===== src/fem_pkg.sv =====
// constants and types of the fault event message generator
package fem_pkg;
  localparam logic [7:0] FEM_OFF_CTRL = 8'h38;
  localparam logic [7:0] FEM_OFF_DATA = 8'h3c;
  localparam logic [7:0] FEM_OFF_ADDR = 8'h40;
  localparam logic [7:0] FEM_OFF_UADDR = 8'h44;
  localparam logic [7:0] FEM_OFF_IRQ_STAT = 8'h50;
  localparam logic [7:0] FEM_OFF_IRQ_CLR = 8'h54;
  localparam logic [7:0] FEM_OFF_IRQ_EN = 8'h58;
  localparam int FEM_ADDR_W = 8;
  localparam int FEM_MASK_BIT = 31;
  localparam int FEM_PEND_BIT = 30;
  localparam int FEM_DATA_W = 16;
  localparam int FEM_MA_LSB = 2;
  localparam int FEM_NUM_FRCD = 4;
  localparam int FEM_NUM_STAT = 4;
  localparam int FEM_NUM_IRQ = 2;
  localparam int FEM_IRQ_SENT = 0;
  localparam int FEM_IRQ_COND = 1;
  localparam logic FEM_EXT_MODE = 1'b1;
  localparam logic FEM_MASK_RST = 1'b1;
  localparam logic [15:0] FEM_DATA_RST = 16'h0000;
  localparam logic [29:0] FEM_ADDR_RST = 30'h0000_0000;
  localparam logic [31:0] FEM_UADDR_RST = 32'h0000_0000;
  localparam logic [31:0] FEM_ZERO_WORD = 32'h0000_0000;
  localparam logic [1:0] FEM_HTRANS_NONSEQ = 2'h2;
  typedef enum logic [1:0] {
    FEM_ST_IDLE = 2'b01,
    FEM_ST_SEND = 2'b10
  } fem_state_t;
endpackage


===== src/fem_msg_gen.sv =====
// fault event interrupt message generator with ahb-lite registers
//
// Our own choice: register access over AHB-Lite.
`timescale 1ns/1ps
//////////////////////////////////////////////////////////////////////////////
// What this block does
// RQ1 - with the mask clear, each interrupt condition leads to a message built from the data and address registers.
// RQ2 - the mask bit is control bit 31, resets to 1, and while set no message leaves; a message already waiting for msg_ready when it is set is still sent.
// RQ3 - with primary logging active, a newly recorded fault setting any_fault_logged sets the pending flag, bit 30.
// RQ4 - a new queue error status is an interrupt condition and sets the pending flag.
// RQ5 - a new bad device-tlb completion status is an interrupt condition and sets the pending flag.
// RQ6 - a new device-tlb completion time-out status is an interrupt condition and sets the pending flag.
// RQ7 - a status bit that rises while any status bit was already set is no new condition.
// RQ8 - the pending flag stays set while the message is held back by the mask or a busy far side.
// RQ9 - the pending flag clears once the message is sent, after unmasking or when the far side accepts.
// RQ10 - the pending flag clears when all recording valid flags clear and any_fault_logged and the three other status bits read clear.
// RQ11 - software clears the other status bits by writing them back, after which they count as serviced.
// RQ12 - the data register holds a 16-bit read-write value in bits 15:0, upper bits read zero.
// RQ13 - the address register holds a dword-aligned address in bits 31:2, bits 1:0 read zero.
// RQ14 - the upper address register is a full 32-bit read-write word when extended mode is present.
// RQ15 - any_fault_logged is the or of the valid flags of all recording registers.
// RQ16 - the message is one dword write of the data to the upper address joined with the lower address.
//////////////////////////////////////////////////////////////////////////////
module fem_msg_gen (
  input wire logic ref_clk,
  input wire logic rst,
  input wire logic hsel,
  input wire logic [31:0] haddr,
  input wire logic [1:0] htrans,
  input wire logic hwrite,
  input wire logic [2:0] hsize,
  input wire logic [31:0] hwdata,
  input wire logic hready,
  output logic hreadyout,
  output logic hresp,
  output logic [31:0] hrdata,
  input wire logic primary_logging_active,
  input wire logic [fem_pkg::FEM_NUM_FRCD-1:0] frcd_valid,
  input wire logic queue_error_status,
  input wire logic bad_devtlb_completion,
  input wire logic devtlb_completion_timeout,
  output logic any_fault_logged,
  output logic msg_valid,
  input wire logic msg_ready,
  output logic [63:0] msg_addr,
  output logic [31:0] msg_data,
  output logic irq
);

  //////////////////////////////////////////////////////////////////////////////
  // declarations
  logic mask_r;
  logic mask_nxt;
  logic pending_r;
  logic pending_nxt;
  logic [15:0] data_r;
  logic [15:0] data_nxt;
  logic [29:0] addr_r;
  logic [29:0] addr_nxt;
  logic [31:0] uaddr_r;
  logic [31:0] uaddr_nxt;
  logic [fem_pkg::FEM_NUM_STAT-1:0] stat_prev_r;
  logic [fem_pkg::FEM_NUM_STAT-1:0] stat_prev_nxt;
  logic [fem_pkg::FEM_NUM_STAT-1:0] stat_cur;
  logic [fem_pkg::FEM_NUM_STAT-1:0] stat_rise;
  logic new_cond;
  logic serviced;
  fem_pkg::fem_state_t state_r;
  fem_pkg::fem_state_t state_nxt;
  logic [63:0] maddr_r;
  logic [63:0] maddr_nxt;
  logic [31:0] mdata_r;
  logic [31:0] mdata_nxt;
  logic sent;
  logic launch;
  logic [fem_pkg::FEM_NUM_IRQ-1:0] istat_r;
  logic [fem_pkg::FEM_NUM_IRQ-1:0] istat_nxt;
  logic [fem_pkg::FEM_NUM_IRQ-1:0] ien_r;
  logic [fem_pkg::FEM_NUM_IRQ-1:0] ien_nxt;
  logic [fem_pkg::FEM_NUM_IRQ-1:0] iset;
  logic [fem_pkg::FEM_NUM_IRQ-1:0] iclr;
  logic dph_r;
  logic dph_nxt;
  logic dwr_r;
  logic dwr_nxt;
  logic [7:0] daddr_r;
  logic [7:0] daddr_nxt;
  logic [31:0] rdata_r;
  logic [31:0] rdata_nxt;
  logic aphase;
  logic wr_ctrl;
  logic wr_data;
  logic wr_addr;
  logic wr_uaddr;
  logic wr_iclr;
  logic wr_ien;

  function automatic logic [31:0] fem_read(input logic [7:0] a,
                                           input logic m,
                                           input logic p,
                                           input logic [15:0] d,
                                           input logic [29:0] ad,
                                           input logic [31:0] ua,
                                           input logic [1:0] is,
                                           input logic [1:0] ie);
    logic [31:0] v;
    v = fem_pkg::FEM_ZERO_WORD;
    case (a)
      fem_pkg::FEM_OFF_CTRL: begin
        v[fem_pkg::FEM_MASK_BIT] = m;
        v[fem_pkg::FEM_PEND_BIT] = p;
      end
      fem_pkg::FEM_OFF_DATA: v[fem_pkg::FEM_DATA_W-1:0] = d; // [RQ12]
      fem_pkg::FEM_OFF_ADDR: v[31:fem_pkg::FEM_MA_LSB] = ad; // [RQ13]
      fem_pkg::FEM_OFF_UADDR: v = fem_pkg::FEM_EXT_MODE ? ua : fem_pkg::FEM_ZERO_WORD; // [RQ14]
      fem_pkg::FEM_OFF_IRQ_STAT: v[fem_pkg::FEM_NUM_IRQ-1:0] = is;
      fem_pkg::FEM_OFF_IRQ_EN: v[fem_pkg::FEM_NUM_IRQ-1:0] = ie;
      default: v = fem_pkg::FEM_ZERO_WORD;
    endcase
    return v;
  endfunction

  // offset match of the data-phase address
  function automatic logic fem_hit(input logic [7:0] a, input logic [7:0] off);
    return a == off;
  endfunction

  //////////////////////////////////////////////////////////////////////////////
  // ahb-lite slave, zero wait states
  assign aphase = hsel & htrans[1] & hready;
  assign hreadyout = 1'b1;
  assign hresp = 1'b0;
  assign hrdata = rdata_r;
  assign wr_ctrl = dph_r & dwr_r & fem_hit(daddr_r, fem_pkg::FEM_OFF_CTRL);
  assign wr_data = dph_r & dwr_r & fem_hit(daddr_r, fem_pkg::FEM_OFF_DATA);
  assign wr_addr = dph_r & dwr_r & fem_hit(daddr_r, fem_pkg::FEM_OFF_ADDR);
  assign wr_uaddr = dph_r & dwr_r & fem_hit(daddr_r, fem_pkg::FEM_OFF_UADDR);
  assign wr_iclr = dph_r & dwr_r & fem_hit(daddr_r, fem_pkg::FEM_OFF_IRQ_CLR);
  assign wr_ien = dph_r & dwr_r & fem_hit(daddr_r, fem_pkg::FEM_OFF_IRQ_EN);

  always_comb begin
    dph_nxt = aphase;
    dwr_nxt = aphase & hwrite;
    daddr_nxt = daddr_r;
    if (aphase) begin
      daddr_nxt = haddr[fem_pkg::FEM_ADDR_W-1:0];
    end
  end

  always_ff @(posedge ref_clk or posedge rst) begin
    if (rst) begin
      dph_r <= 1'b0;
      dwr_r <= 1'b0;
      daddr_r <= 8'h00;
    end else begin
      dph_r <= dph_nxt;
      dwr_r <= dwr_nxt;
      daddr_r <= daddr_nxt;
    end
  end

  always_comb begin
    rdata_nxt = rdata_r;
    if (aphase && !hwrite) begin
      rdata_nxt = fem_read(haddr[fem_pkg::FEM_ADDR_W-1:0], mask_r, pending_r, data_r, addr_r, uaddr_r,
                           istat_r, ien_r);
    end
  end

  always_ff @(posedge ref_clk or posedge rst) begin
    if (rst) begin
      rdata_r <= fem_pkg::FEM_ZERO_WORD;
    end else begin
      rdata_r <= rdata_nxt;
    end
  end

  //////////////////////////////////////////////////////////////////////////////
  // configuration registers
  // mask bit
  always_comb begin
    mask_nxt = mask_r;
    if (wr_ctrl) begin
      mask_nxt = hwdata[fem_pkg::FEM_MASK_BIT];
    end
  end

  always_ff @(posedge ref_clk or posedge rst) begin
    if (rst) begin
      mask_r <= fem_pkg::FEM_MASK_RST; // [RQ2]
    end else begin
      mask_r <= mask_nxt;
    end
  end

  // message data
  always_comb begin
    data_nxt = data_r;
    if (wr_data) begin
      data_nxt = hwdata[fem_pkg::FEM_DATA_W-1:0]; // [RQ12]
    end
  end

  always_ff @(posedge ref_clk or posedge rst) begin
    if (rst) begin
      data_r <= fem_pkg::FEM_DATA_RST;
    end else begin
      data_r <= data_nxt;
    end
  end

  // message address
  always_comb begin
    addr_nxt = addr_r;
    if (wr_addr) begin
      addr_nxt = hwdata[31:fem_pkg::FEM_MA_LSB]; // [RQ13]
    end
  end

  always_ff @(posedge ref_clk or posedge rst) begin
    if (rst) begin
      addr_r <= fem_pkg::FEM_ADDR_RST;
    end else begin
      addr_r <= addr_nxt;
    end
  end

  // upper message address
  always_comb begin
    uaddr_nxt = uaddr_r;
    if (wr_uaddr && fem_pkg::FEM_EXT_MODE) begin
      uaddr_nxt = hwdata; // [RQ14]
    end
  end

  always_ff @(posedge ref_clk or posedge rst) begin
    if (rst) begin
      uaddr_r <= fem_pkg::FEM_UADDR_RST;
    end else begin
      uaddr_r <= uaddr_nxt;
    end
  end

  //////////////////////////////////////////////////////////////////////////////
  // condition detection and pending flag
  assign any_fault_logged = |frcd_valid; // [RQ15]
  assign stat_cur = {devtlb_completion_timeout, bad_devtlb_completion, queue_error_status, any_fault_logged};

  always_comb begin
    stat_prev_nxt = stat_cur;
    stat_rise = stat_cur & ~stat_prev_r;
    stat_rise[0] = stat_rise[0] & primary_logging_active; // [RQ3]
    new_cond = (|stat_rise) & ~(|stat_prev_r); // [RQ4] [RQ5] [RQ6] [RQ7]
    serviced = ~(|stat_cur); // [RQ10] [RQ11]
  end

  always_ff @(posedge ref_clk or posedge rst) begin
    if (rst) begin
      stat_prev_r <= 4'h0;
    end else begin
      stat_prev_r <= stat_prev_nxt;
    end
  end

  always_comb begin
    pending_nxt = pending_r; // [RQ8]
    if (new_cond) begin
      pending_nxt = 1'b1; // [RQ3]
    end else if (sent) begin
      pending_nxt = 1'b0; // [RQ9]
    end else if (serviced) begin
      pending_nxt = 1'b0; // [RQ10] [RQ11]
    end
  end

  always_ff @(posedge ref_clk or posedge rst) begin
    if (rst) begin
      pending_r <= 1'b0;
    end else begin
      pending_r <= pending_nxt;
    end
  end

  //////////////////////////////////////////////////////////////////////////////
  // message write sequencer
  assign msg_valid = (state_r == fem_pkg::FEM_ST_SEND);
  assign msg_addr = maddr_r;
  assign msg_data = mdata_r;
  assign sent = msg_valid & msg_ready;
  assign launch = (state_r == fem_pkg::FEM_ST_IDLE) & pending_r & ~mask_r; // [RQ1] [RQ2]

  always_comb begin
    state_nxt = state_r;
    case (state_r)
      fem_pkg::FEM_ST_IDLE: begin
        if (launch) begin // [RQ1] [RQ2]
          state_nxt = fem_pkg::FEM_ST_SEND;
        end
      end
      fem_pkg::FEM_ST_SEND: begin
        if (msg_ready) begin // [RQ8] [RQ9]
          state_nxt = fem_pkg::FEM_ST_IDLE;
        end
      end
      default: begin
        state_nxt = fem_pkg::FEM_ST_IDLE;
      end
    endcase
  end

  always_ff @(posedge ref_clk or posedge rst) begin
    if (rst) begin
      state_r <= fem_pkg::FEM_ST_IDLE;
    end else begin
      state_r <= state_nxt;
    end
  end

  always_comb begin
    maddr_nxt = maddr_r;
    mdata_nxt = mdata_r;
    if (launch) begin
      maddr_nxt = {uaddr_r, addr_r, 2'b00}; // [RQ16]
      mdata_nxt = {16'h0000, data_r}; // [RQ16]
    end
  end

  always_ff @(posedge ref_clk or posedge rst) begin
    if (rst) begin
      maddr_r <= 64'h0000_0000_0000_0000;
      mdata_r <= fem_pkg::FEM_ZERO_WORD;
    end else begin
      maddr_r <= maddr_nxt;
      mdata_r <= mdata_nxt;
    end
  end

  //////////////////////////////////////////////////////////////////////////////
  // local interrupt status, clear and enable
  always_comb begin
    iset = '0;
    iset[fem_pkg::FEM_IRQ_SENT] = sent;
    iset[fem_pkg::FEM_IRQ_COND] = new_cond;
    iclr = '0;
    if (wr_iclr) begin
      iclr = hwdata[fem_pkg::FEM_NUM_IRQ-1:0];
    end
    istat_nxt = (istat_r & ~iclr) | iset;
  end

  always_ff @(posedge ref_clk or posedge rst) begin
    if (rst) begin
      istat_r <= 2'h0;
    end else begin
      istat_r <= istat_nxt;
    end
  end

  always_comb begin
    ien_nxt = ien_r;
    if (wr_ien) begin
      ien_nxt = hwdata[fem_pkg::FEM_NUM_IRQ-1:0];
    end
  end

  always_ff @(posedge ref_clk or posedge rst) begin
    if (rst) begin
      ien_r <= 2'h0;
    end else begin
      ien_r <= ien_nxt;
    end
  end

  assign irq = |(istat_r & ien_r);

endmodule // fem_msg_gen


===== config.mk =====
export PLATFORM = sky130hd
export DESIGN_NAME = fem_msg_gen
export DESIGN_NICKNAME = d
export VERILOG_FILES = /design/src/fem_pkg.sv /design/src/fem_msg_gen.sv
export SDC_FILE = /design/constraint.sdc
export NUM_CORES = 1
export LEC_CHECK = 0
export BUFFER_PORTS_ARGS = -buffer_cell sky130_fd_sc_hd__buf_2
export CAP_MARGIN = 20
export CORE_MARGIN = 1.5
export CORE_UTILIZATION = 50
export CTS_BUF_LIST = sky130_fd_sc_hd__clkbuf_4 sky130_fd_sc_hd__clkbuf_8 sky130_fd_sc_hd__clkbuf_16
export CTS_CLUSTER_DIAMETER = 30
export CTS_CLUSTER_SIZE = 8
export DETAILED_ROUTE_END_ITERATION = 8
export PLACE_DENSITY = 0.76
export SLEW_MARGIN = 30
export SYNTH_ARGS = -nofsm -noshare
export SYNTH_HDL_FRONTEND = slang
export SYNTH_SLANG_ARGS = --single-unit

===== constraint.sdc =====
create_clock -name ref_clk -period 9.29 [get_ports ref_clk]
set_input_delay 0 -clock ref_clk [delete_from_list [all_inputs] [get_ports ref_clk]]
set_output_delay 0 -clock ref_clk [all_outputs]
set_load 0.1 [all_outputs]

==> summary.md, run 1 <==
| Metric | Value |
|---|---|
| Worst setup path category | `reg -> reg` |
| Slowest stage delay, CP | `between 0.5 and 0.6 ns` |
| CTS Hold Bufs | `50` |
| Hold violation count in the final report | `0` |
| Cell area after synthesis | `8602 um2` |
| Number of buffers added on ports | `167` |
| Nets | `a little over 900` |
| Diodes inserted | `0` |
| Gr usage total | `24.46%` |
| Leak pwr | `5.984 nW` |
| Power Density | `roughly 230 nW/um2` |
| Cell accounting for the most synthesized area | `dfrtp_1` |
| CTS Buf Count | `42` |
| Gr busiest metal | `met2` |
| FF+latch count, synth | `210` |
| Initial antenna violation count | `0` |
| Peak supply drop | `~0.16 mV` |
| Top-count cell post-synth | `dfrtp_1` |
| Number of I/O pins | `216` |
| Req. time, crit path | `9.66 ns` |
| Period utilization | `26.39%` |
| Share of cells above drive strength 1 | `49.25%` |
| Clock slew at reported path FFs | `0.04 ns` |
| Max Buffers Root-to-Sink | `3` |
| First-pass detailed-route iteration total | `4` |
| Met2 GRT Util | `40.83%` |
| Worst Tran Pin Value | `approximately 0.97 ns` |
| Routability cong. | `around 0.80` |
| Final critical-path required period | `2.451 ns` |
| Top FF cell, synth | `dfrtp_1` |
| Die X-Extent | `134.2 um` |
| Synth top cells by count | `dfrtp_1, mux2_2, a22oi_1` |
| HP Class | `in -> reg` |
| Layout Cells excl Fill | `~1,100` |
| Switching Fraction | `about a quarter` |
| Setup TNS | `0 ns` |
| Synth top area share | `60.51%` |
| Largest net degree at the start of global routing | `128` |
| GR met1 Demand/Resource | `between 30% and 40%` |
| Global route overflow | `0` |
| Number of synthesized flops with an enable pin | `0` |
| Routed length per instance | `between 15 and 20 um` |
| Max-Slew Margin vs Limit | `35.13%` |
| Pint | `0.002065 W` |
| Filler cell count in the final layout | `1,165` |
| Root buffer cell | `clkbuf_16` |
| Sw Pwr | `approximately 0.00064 W` |
| Status | `finished clean` |
| Fin util | `68.96%` |
| Remaining antenna violation count after routing | `0` |
| Total area of sequential cells | `5258 um2` |
| Total power | `0.002706 W` |
| Synth unique cells | `49` |
| Cells after synthesis | `598` |
| Seq/Total Area, Yosys | `61.12%` |
| CP Cell Sequence | `nand2b_2, or3_4, nor3b_4, buf_4, mux2_2` |
| Area growth from synthesis to layout | `33.89%` |
| Slowest library cell on the worst path | `nor3b_4` |
| DRC viols | `0` |
| Post-CTS Setup Inserts | `0` |
| DP Cell Count | `964` |
| Final Max Slew Viols | `0` |
| DRT Wirelength | `21.71 mm` |
| Die Footprint | `18,000 um2` |
| Worst Skew | `0.01543 ns` |
| DRT iter0 DRCs | `317` |
| Max Clock Freq | `0.4080 GHz` |
| CORE AREA | `16,700 um2` |
| CP endpoint kind | `flip-flop` |
| DP Area | `9558 um2` |
| Total number of vias | `5,964` |
| Dominant cells by area after synthesis | `dfrtp_1, mux2_2, a22oi_1` |
| Post-CTS resize count | `0` |
| Max-cap violation count | `0` |
| TritonCTS Sinks | `210` |
| Area of the multi-input gates | `about 3000 um2` |
| Synthesized area per cell | `approximately 14 um2` |
| H-tree levels | `2` |
| Final setup violating endpoints | `0` |
| Reg power frac | `a little over a third` |
| Synth async-reset ratio | `100.0%` |
| Initial Utilization | `51.51%` |
| Crit path DAT | `about 2.8 ns` |
| Logic gate share of total power | `a little under a tenth` |
| Worst setup SP type | `flip-flop` |
| TritonCTS clock tree | `built` |
| First-pass GRT wire length | `34.43 mm` |
| Synth warnings | `0` |
| Clk network pwr share | `~55%` |
| Post-layout instance area | `11,520 um2` |
| Die Span Y | `134.2 um` |
| Post-DP HPWL | `13.24 mm` |
| Setup repair after global routing missed its margin | `false` |
| Worst-path fanout max | `16` |
| Vias in the first global route | `about 6,500` |
| Clk_lat worst skew | `0.50 ns` |
| Drt via density | `5.477` |
| Row count | `47` |
| GR Layer Usage met3 | `under 10%` |
[layer usage]
metal / wire [um] / share of wire [%]
met5: 0 / 0
met4: 511 / 2.4
met3: 1812 / 8.3
met2: 10510 / 48
met1: 8878 / 41
[layout by cell type (no fill, tap or decap), types with 5 or more instances in the layout]
cell type,n
clkinv_2,9
buf_4,7
nand3_1,5
nand2_1,25
buf_2,167
a22oi_1,27
o21ai_0,26
nor2_1,9
clkbuf_16,45
mux2_2,162
nand4_1,5
dlygate4sd3_1,50
conb_1,20
mux2i_1,14
dfrtp_1,208
a22o_1,5
nor3_1,5
clkbuf_4,8
clkbuf_8,5
[sequential cells by signal, summed over array words and instances, names as in the netlist, 4 cells and up]
| name | count |
|---|---|
| msg_data | 16 |
| data_r | 16 |
| uaddr_r | 32 |
| daddr_r | 8 |
| addr_r | 30 |
| stat_prev_r | 4 |
| msg_addr | 62 |
| hrdata | 32 |
[power groups by stage]
stage	clock (W)	sequential, W	combinational (W)
2_1_floorplan	0	0.000991	0.000163
3_3_place_gp	0	0.000969	0.000227
3_5_place_dp	0	0.000971	0.000234
4_1_cts	0.00152	0.000958	0.000251
5_1_grt	0.00156	0.000961	0.000266
6_report	0.00150	0.000959	0.000250
[per-stage QoR]
step,setup WS (ns),hold WS (ns)
floorplan,3.556,0.03143
global placement,6.511,0.1496
detailed placement,6.583,0.1540
CTS,6.578,0.1053
global route,6.736,0.1388
finish,6.839,0.1129
[logic make-up after synthesis]
kind of cell / after synthesis / share of synthesized area, %
and+or+nand+nor: 79 / 5.687
buffers and inverters: 53 / 3.913
AOI/OAI and AO/OA: 75 / 5.963
other: 2 / 0.08731
muxes: 179 / 23.23
DFF: 210 / 61.12
[critical path, delay by kind of cell, from the launching register on]
kind | cells | cell delay [ns]
muxes | 1 | 0.37
and+or+nand+nor | 3 | 1.15
buffers and inverters | 1 | 0.39
DFF | 1 | 0.40
[layout make-up]
class                   count  area share (%)
clock buffers              58           10.90
multi-input cells         353           26.81
well taps                 220           2.390
repair buffers            227           12.38
clock inverters            16           1.640
flip-flops and latches    210           45.65
inverters                   5          0.2281
[path summary, 6_finish.rpt]
kind                       cells past startpoint       start      endpoint  slack (ns)
hold reg to reg                                2  hrdata[19]    hrdata[19]        0.48
setup / recovery                               5  daddr_r[5]    addr_r[19]        6.84
min in group asynchronous                      3         rst    istat_r[1]        0.22
max in group asynchronous                      4         rst  msg_addr[24]        7.76
hold / removal                                 3    haddr[2]    hrdata[13]        0.11
setup reg to reg                               5  daddr_r[5]    addr_r[19]        6.84
(Power assumes the default switching activity.)
==> inputs of run 2 (changes only) <==
--- a/config.mk
+++ b/config.mk
@@ -8,7 +8,7 @@
 export BUFFER_PORTS_ARGS = -buffer_cell sky130_fd_sc_hd__buf_2
 export CAP_MARGIN = 20
 export CORE_MARGIN = 1.5
-export CORE_UTILIZATION = 50
+export CORE_UTILIZATION = 48
 export CTS_BUF_LIST = sky130_fd_sc_hd__clkbuf_4 sky130_fd_sc_hd__clkbuf_8 sky130_fd_sc_hd__clkbuf_16
 export CTS_CLUSTER_DIAMETER = 30
 export CTS_CLUSTER_SIZE = 8
==> constraint.sdc (replaced) <==
create_clock -name ref_clk -period 2.2 [get_ports ref_clk]
set_input_delay 0 -clock ref_clk [delete_from_list [all_inputs] [get_ports ref_clk]]
set_output_delay 0 -clock ref_clk [all_outputs]
set_load 0.1 [all_outputs]
==> run 2 against run 1 <==
Net effect:
- clock power increased to 4.2 times the previous value
- flip-flop and latch count did not move
- cell area up 1.3%
- count of clock-buffer cells in the layout up 4
- maximum frequency rose by 21%
- cell count grew 1.6%
- power grew to 4.2 times the previous value
- via count is 0.55% lower
- sequential share of layout area fell by 0.57 points
- largest cell class unchanged
==> summary.md, run 2 (synthesized netlist as in run 1, its figures left out) <==
| Metric | Value |
|---|---|
| Crit path DAT | `2.40 ns` |
| Post-layout instance area | `11,660 um2` |
| First-pass detailed-route iteration total | `4` |
| Nets | `around 930` |
| Total number of vias | `5,931` |
| Row count | `48` |
| Routability cong. | `0.8849` |
| DP Cell Count | `978` |
| Number of flip-flops in the largest register | `62` |
| H-tree levels | `2` |
| DRT iter0 DRCs | `194` |
| Period utilization | `between 90% and 100%` |
| Share of cells above drive strength 1 | `49.83%` |
| Max-cap violation count | `0` |
| Setup repair after global routing missed its margin | `false` |
| CP endpoint kind | `flip-flop` |
| Global route overflow | `0` |
| TritonCTS clock tree | `built` |
| Vias in the first global route | `~6,400` |
| Number of I/O pins | `around 220` |
| Filler cell count in the final layout | `roughly 1,200` |
| Clk network pwr share | `54.8%` |
| Routed length per instance | `19.22 um` |
| Peak supply drop | `0.7140 mV` |
| TritonCTS Sinks | `210` |
| Most frequent cells in the layout | `dfrtp_1, buf_2, mux2_2` |
| Reg power frac | `a little over a third` |
| Req. time, crit path | `~2.6 ns` |
| Pint | `0.008688 W` |
| Die Span Y | `136.9 um` |
| HP Class | `in -> async` |
| Logic gate share of total power | `9.7%` |
| Reg2reg setup slack | `0.17 ns` |
| Gr usage total | `23.17%` |
| Sw Pwr | `roughly 0.0027 W` |
| Diodes inserted | `0` |
| Worst Tran Pin Value | `0.5592 ns` |
| FF-to-FF End | `addr_r[24]` |
| Total area of sequential cells | `between 5000 and 6000 um2` |
| Leak pwr | `6.041 nW` |
| Worst-path fanout max | `11` |
| CORE AREA | `17,420 um2` |
| Number of buffers added on ports | `167` |
| Largest net degree at the start of global routing | `89` |
| Max Clock Freq | `0.4926 GHz` |
| R2r worst-path depth | `5` |
| Remaining antenna violation count after routing | `0` |
| Final critical-path required period | `2.030 ns` |
| Initial antenna violation count | `0` |
| Root buffer cell | `clkbuf_16` |
| Hold violation count in the final report | `0` |
| DRT Wirelength | `21.26 mm` |
| DRC viols | `0` |
| Area growth from synthesis to layout | `35.59%` |
| Worst Skew | `0.01221 ns` |
| Max-Slew Margin vs Limit | `roughly 63%` |
| Post-DP HPWL | `13.77 mm` |
| Drt via density | `5.363` |
| Clock slew at reported path FFs | `around 0.04 ns` |
| First-pass GRT wire length | `approximately 34 mm` |
| Worst setup path category | `reg -> reg` |
| Final Max Slew Viols | `0` |
| Reg-to-Reg Start | `daddr_r[7]` |
| Initial Utilization | `49.39%` |
| Fin util | `66.97%` |
| Status | `finished clean` |
| Clk_lat worst skew | `about 0.50 ns` |
| Commonest non-fill, non-tap cell in the layout | `dfrtp_1` |
| Area of the multi-input gates | `3090 um2` |
| Max Buffers Root-to-Sink | `3` |
| Power Density | `977.8 nW/um2` |
| Worst setup SP type | `flip-flop` |
| Die X-Extent | `136.9 um` |
| Die Footprint | `18,730 um2` |
| DP Area | `between 9000 and 10,000 um2` |
| Layout Cells excl Fill | `1,106` |
| Final setup violating endpoints | `0` |
| CTS Buf Count | `44` |
| Switching Fraction | `approximately a quarter` |
-- run 2: worst max path at each step --
stage / from / end / slack [ns] / cells after the start
detailed placement: daddr_r[7] / addr_r[25] / 0.18 / 5
finish: daddr_r[7] / addr_r[24] / 0.17 / 5
floorplan: rst / addr_r[0] / -0.53 / 1
global route: daddr_r[7] / addr_r[24] / 0.1 / 5
global placement: daddr_r[7] / addr_r[22] / 0.23 / 5
CTS: daddr_r[7] / addr_r[24] / 0.15 / 5
-- run 2: power by group through the flow --
stage | Clock, W | Combinational (W) | Sequential (W)
floorplan | 0 | 0.000689 | 0.00419
global route | 0.00656 | 0.00117 | 0.00405
detailed placement | 0 | 0.00103 | 0.00410
global placement | 0 | 0.00100 | 0.00409
CTS | 0.00635 | 0.00111 | 0.00404
finish | 0.00625 | 0.00111 | 0.00404
-- run 2: worst max-delay path, stage by stage, from the launching register on --
cell and delay [ns]:
dfrtp_1 0.38, nand3b_1 0.20, or3_4 0.43, nor3b_4 0.27
buf_4 0.27, mux2_1 0.36
-- run 2: timing repair --
item                      4_1_cts  5_1_grt
setup buffers                   0        0
hold buffers                   52        0
hold endpoints to repair      302        0
resized for setup               0        0
-- run 2: area by class of cell --
type                            instances  area share (%)
Timing Repair Buffer                  237           13.43
Clock buffer                           62           11.23
Clock inverter                         14           1.159
Multi-Input combinational cell        353           26.50
Tap cell                              225           2.414
Sequential cell                       210           45.08
Inverter                                5          0.1931
-- run 2: metrics by stage --
| stage | TNS (ns) | power, W | setup WS (ns) | hold slack (ns) |
|---|---|---|---|---|
| 2_1_floorplan | -109.53 | 0.004876 | -0.5266 | 0.03143 |
| 3_3_place_gp | 0 | 0.005092 | 0.2260 | 0.02925 |
| 3_5_place_dp | 0 | 0.005124 | 0.1836 | 0.03947 |
| 4_1_cts | 0 | 0.01151 | 0.1505 | 0.06708 |
| 5_1_grt | 0 | 0.01178 | 0.09567 | 0.1168 |
| 6_report | 0 | 0.01141 | 0.1701 | 0.06660 |
-- run 2: metal layers --
layer / GRT usage (%) / up-vias / part of all wire (%)
met5: 0 / - / 0
met4: 7.661 / 0 / 1.9
met3: 6.037 / 38 / 7.4
met2: 39.70 / 228 / 50
met1: 28.57 / 3014 / 41
li1: - / 2651 / -
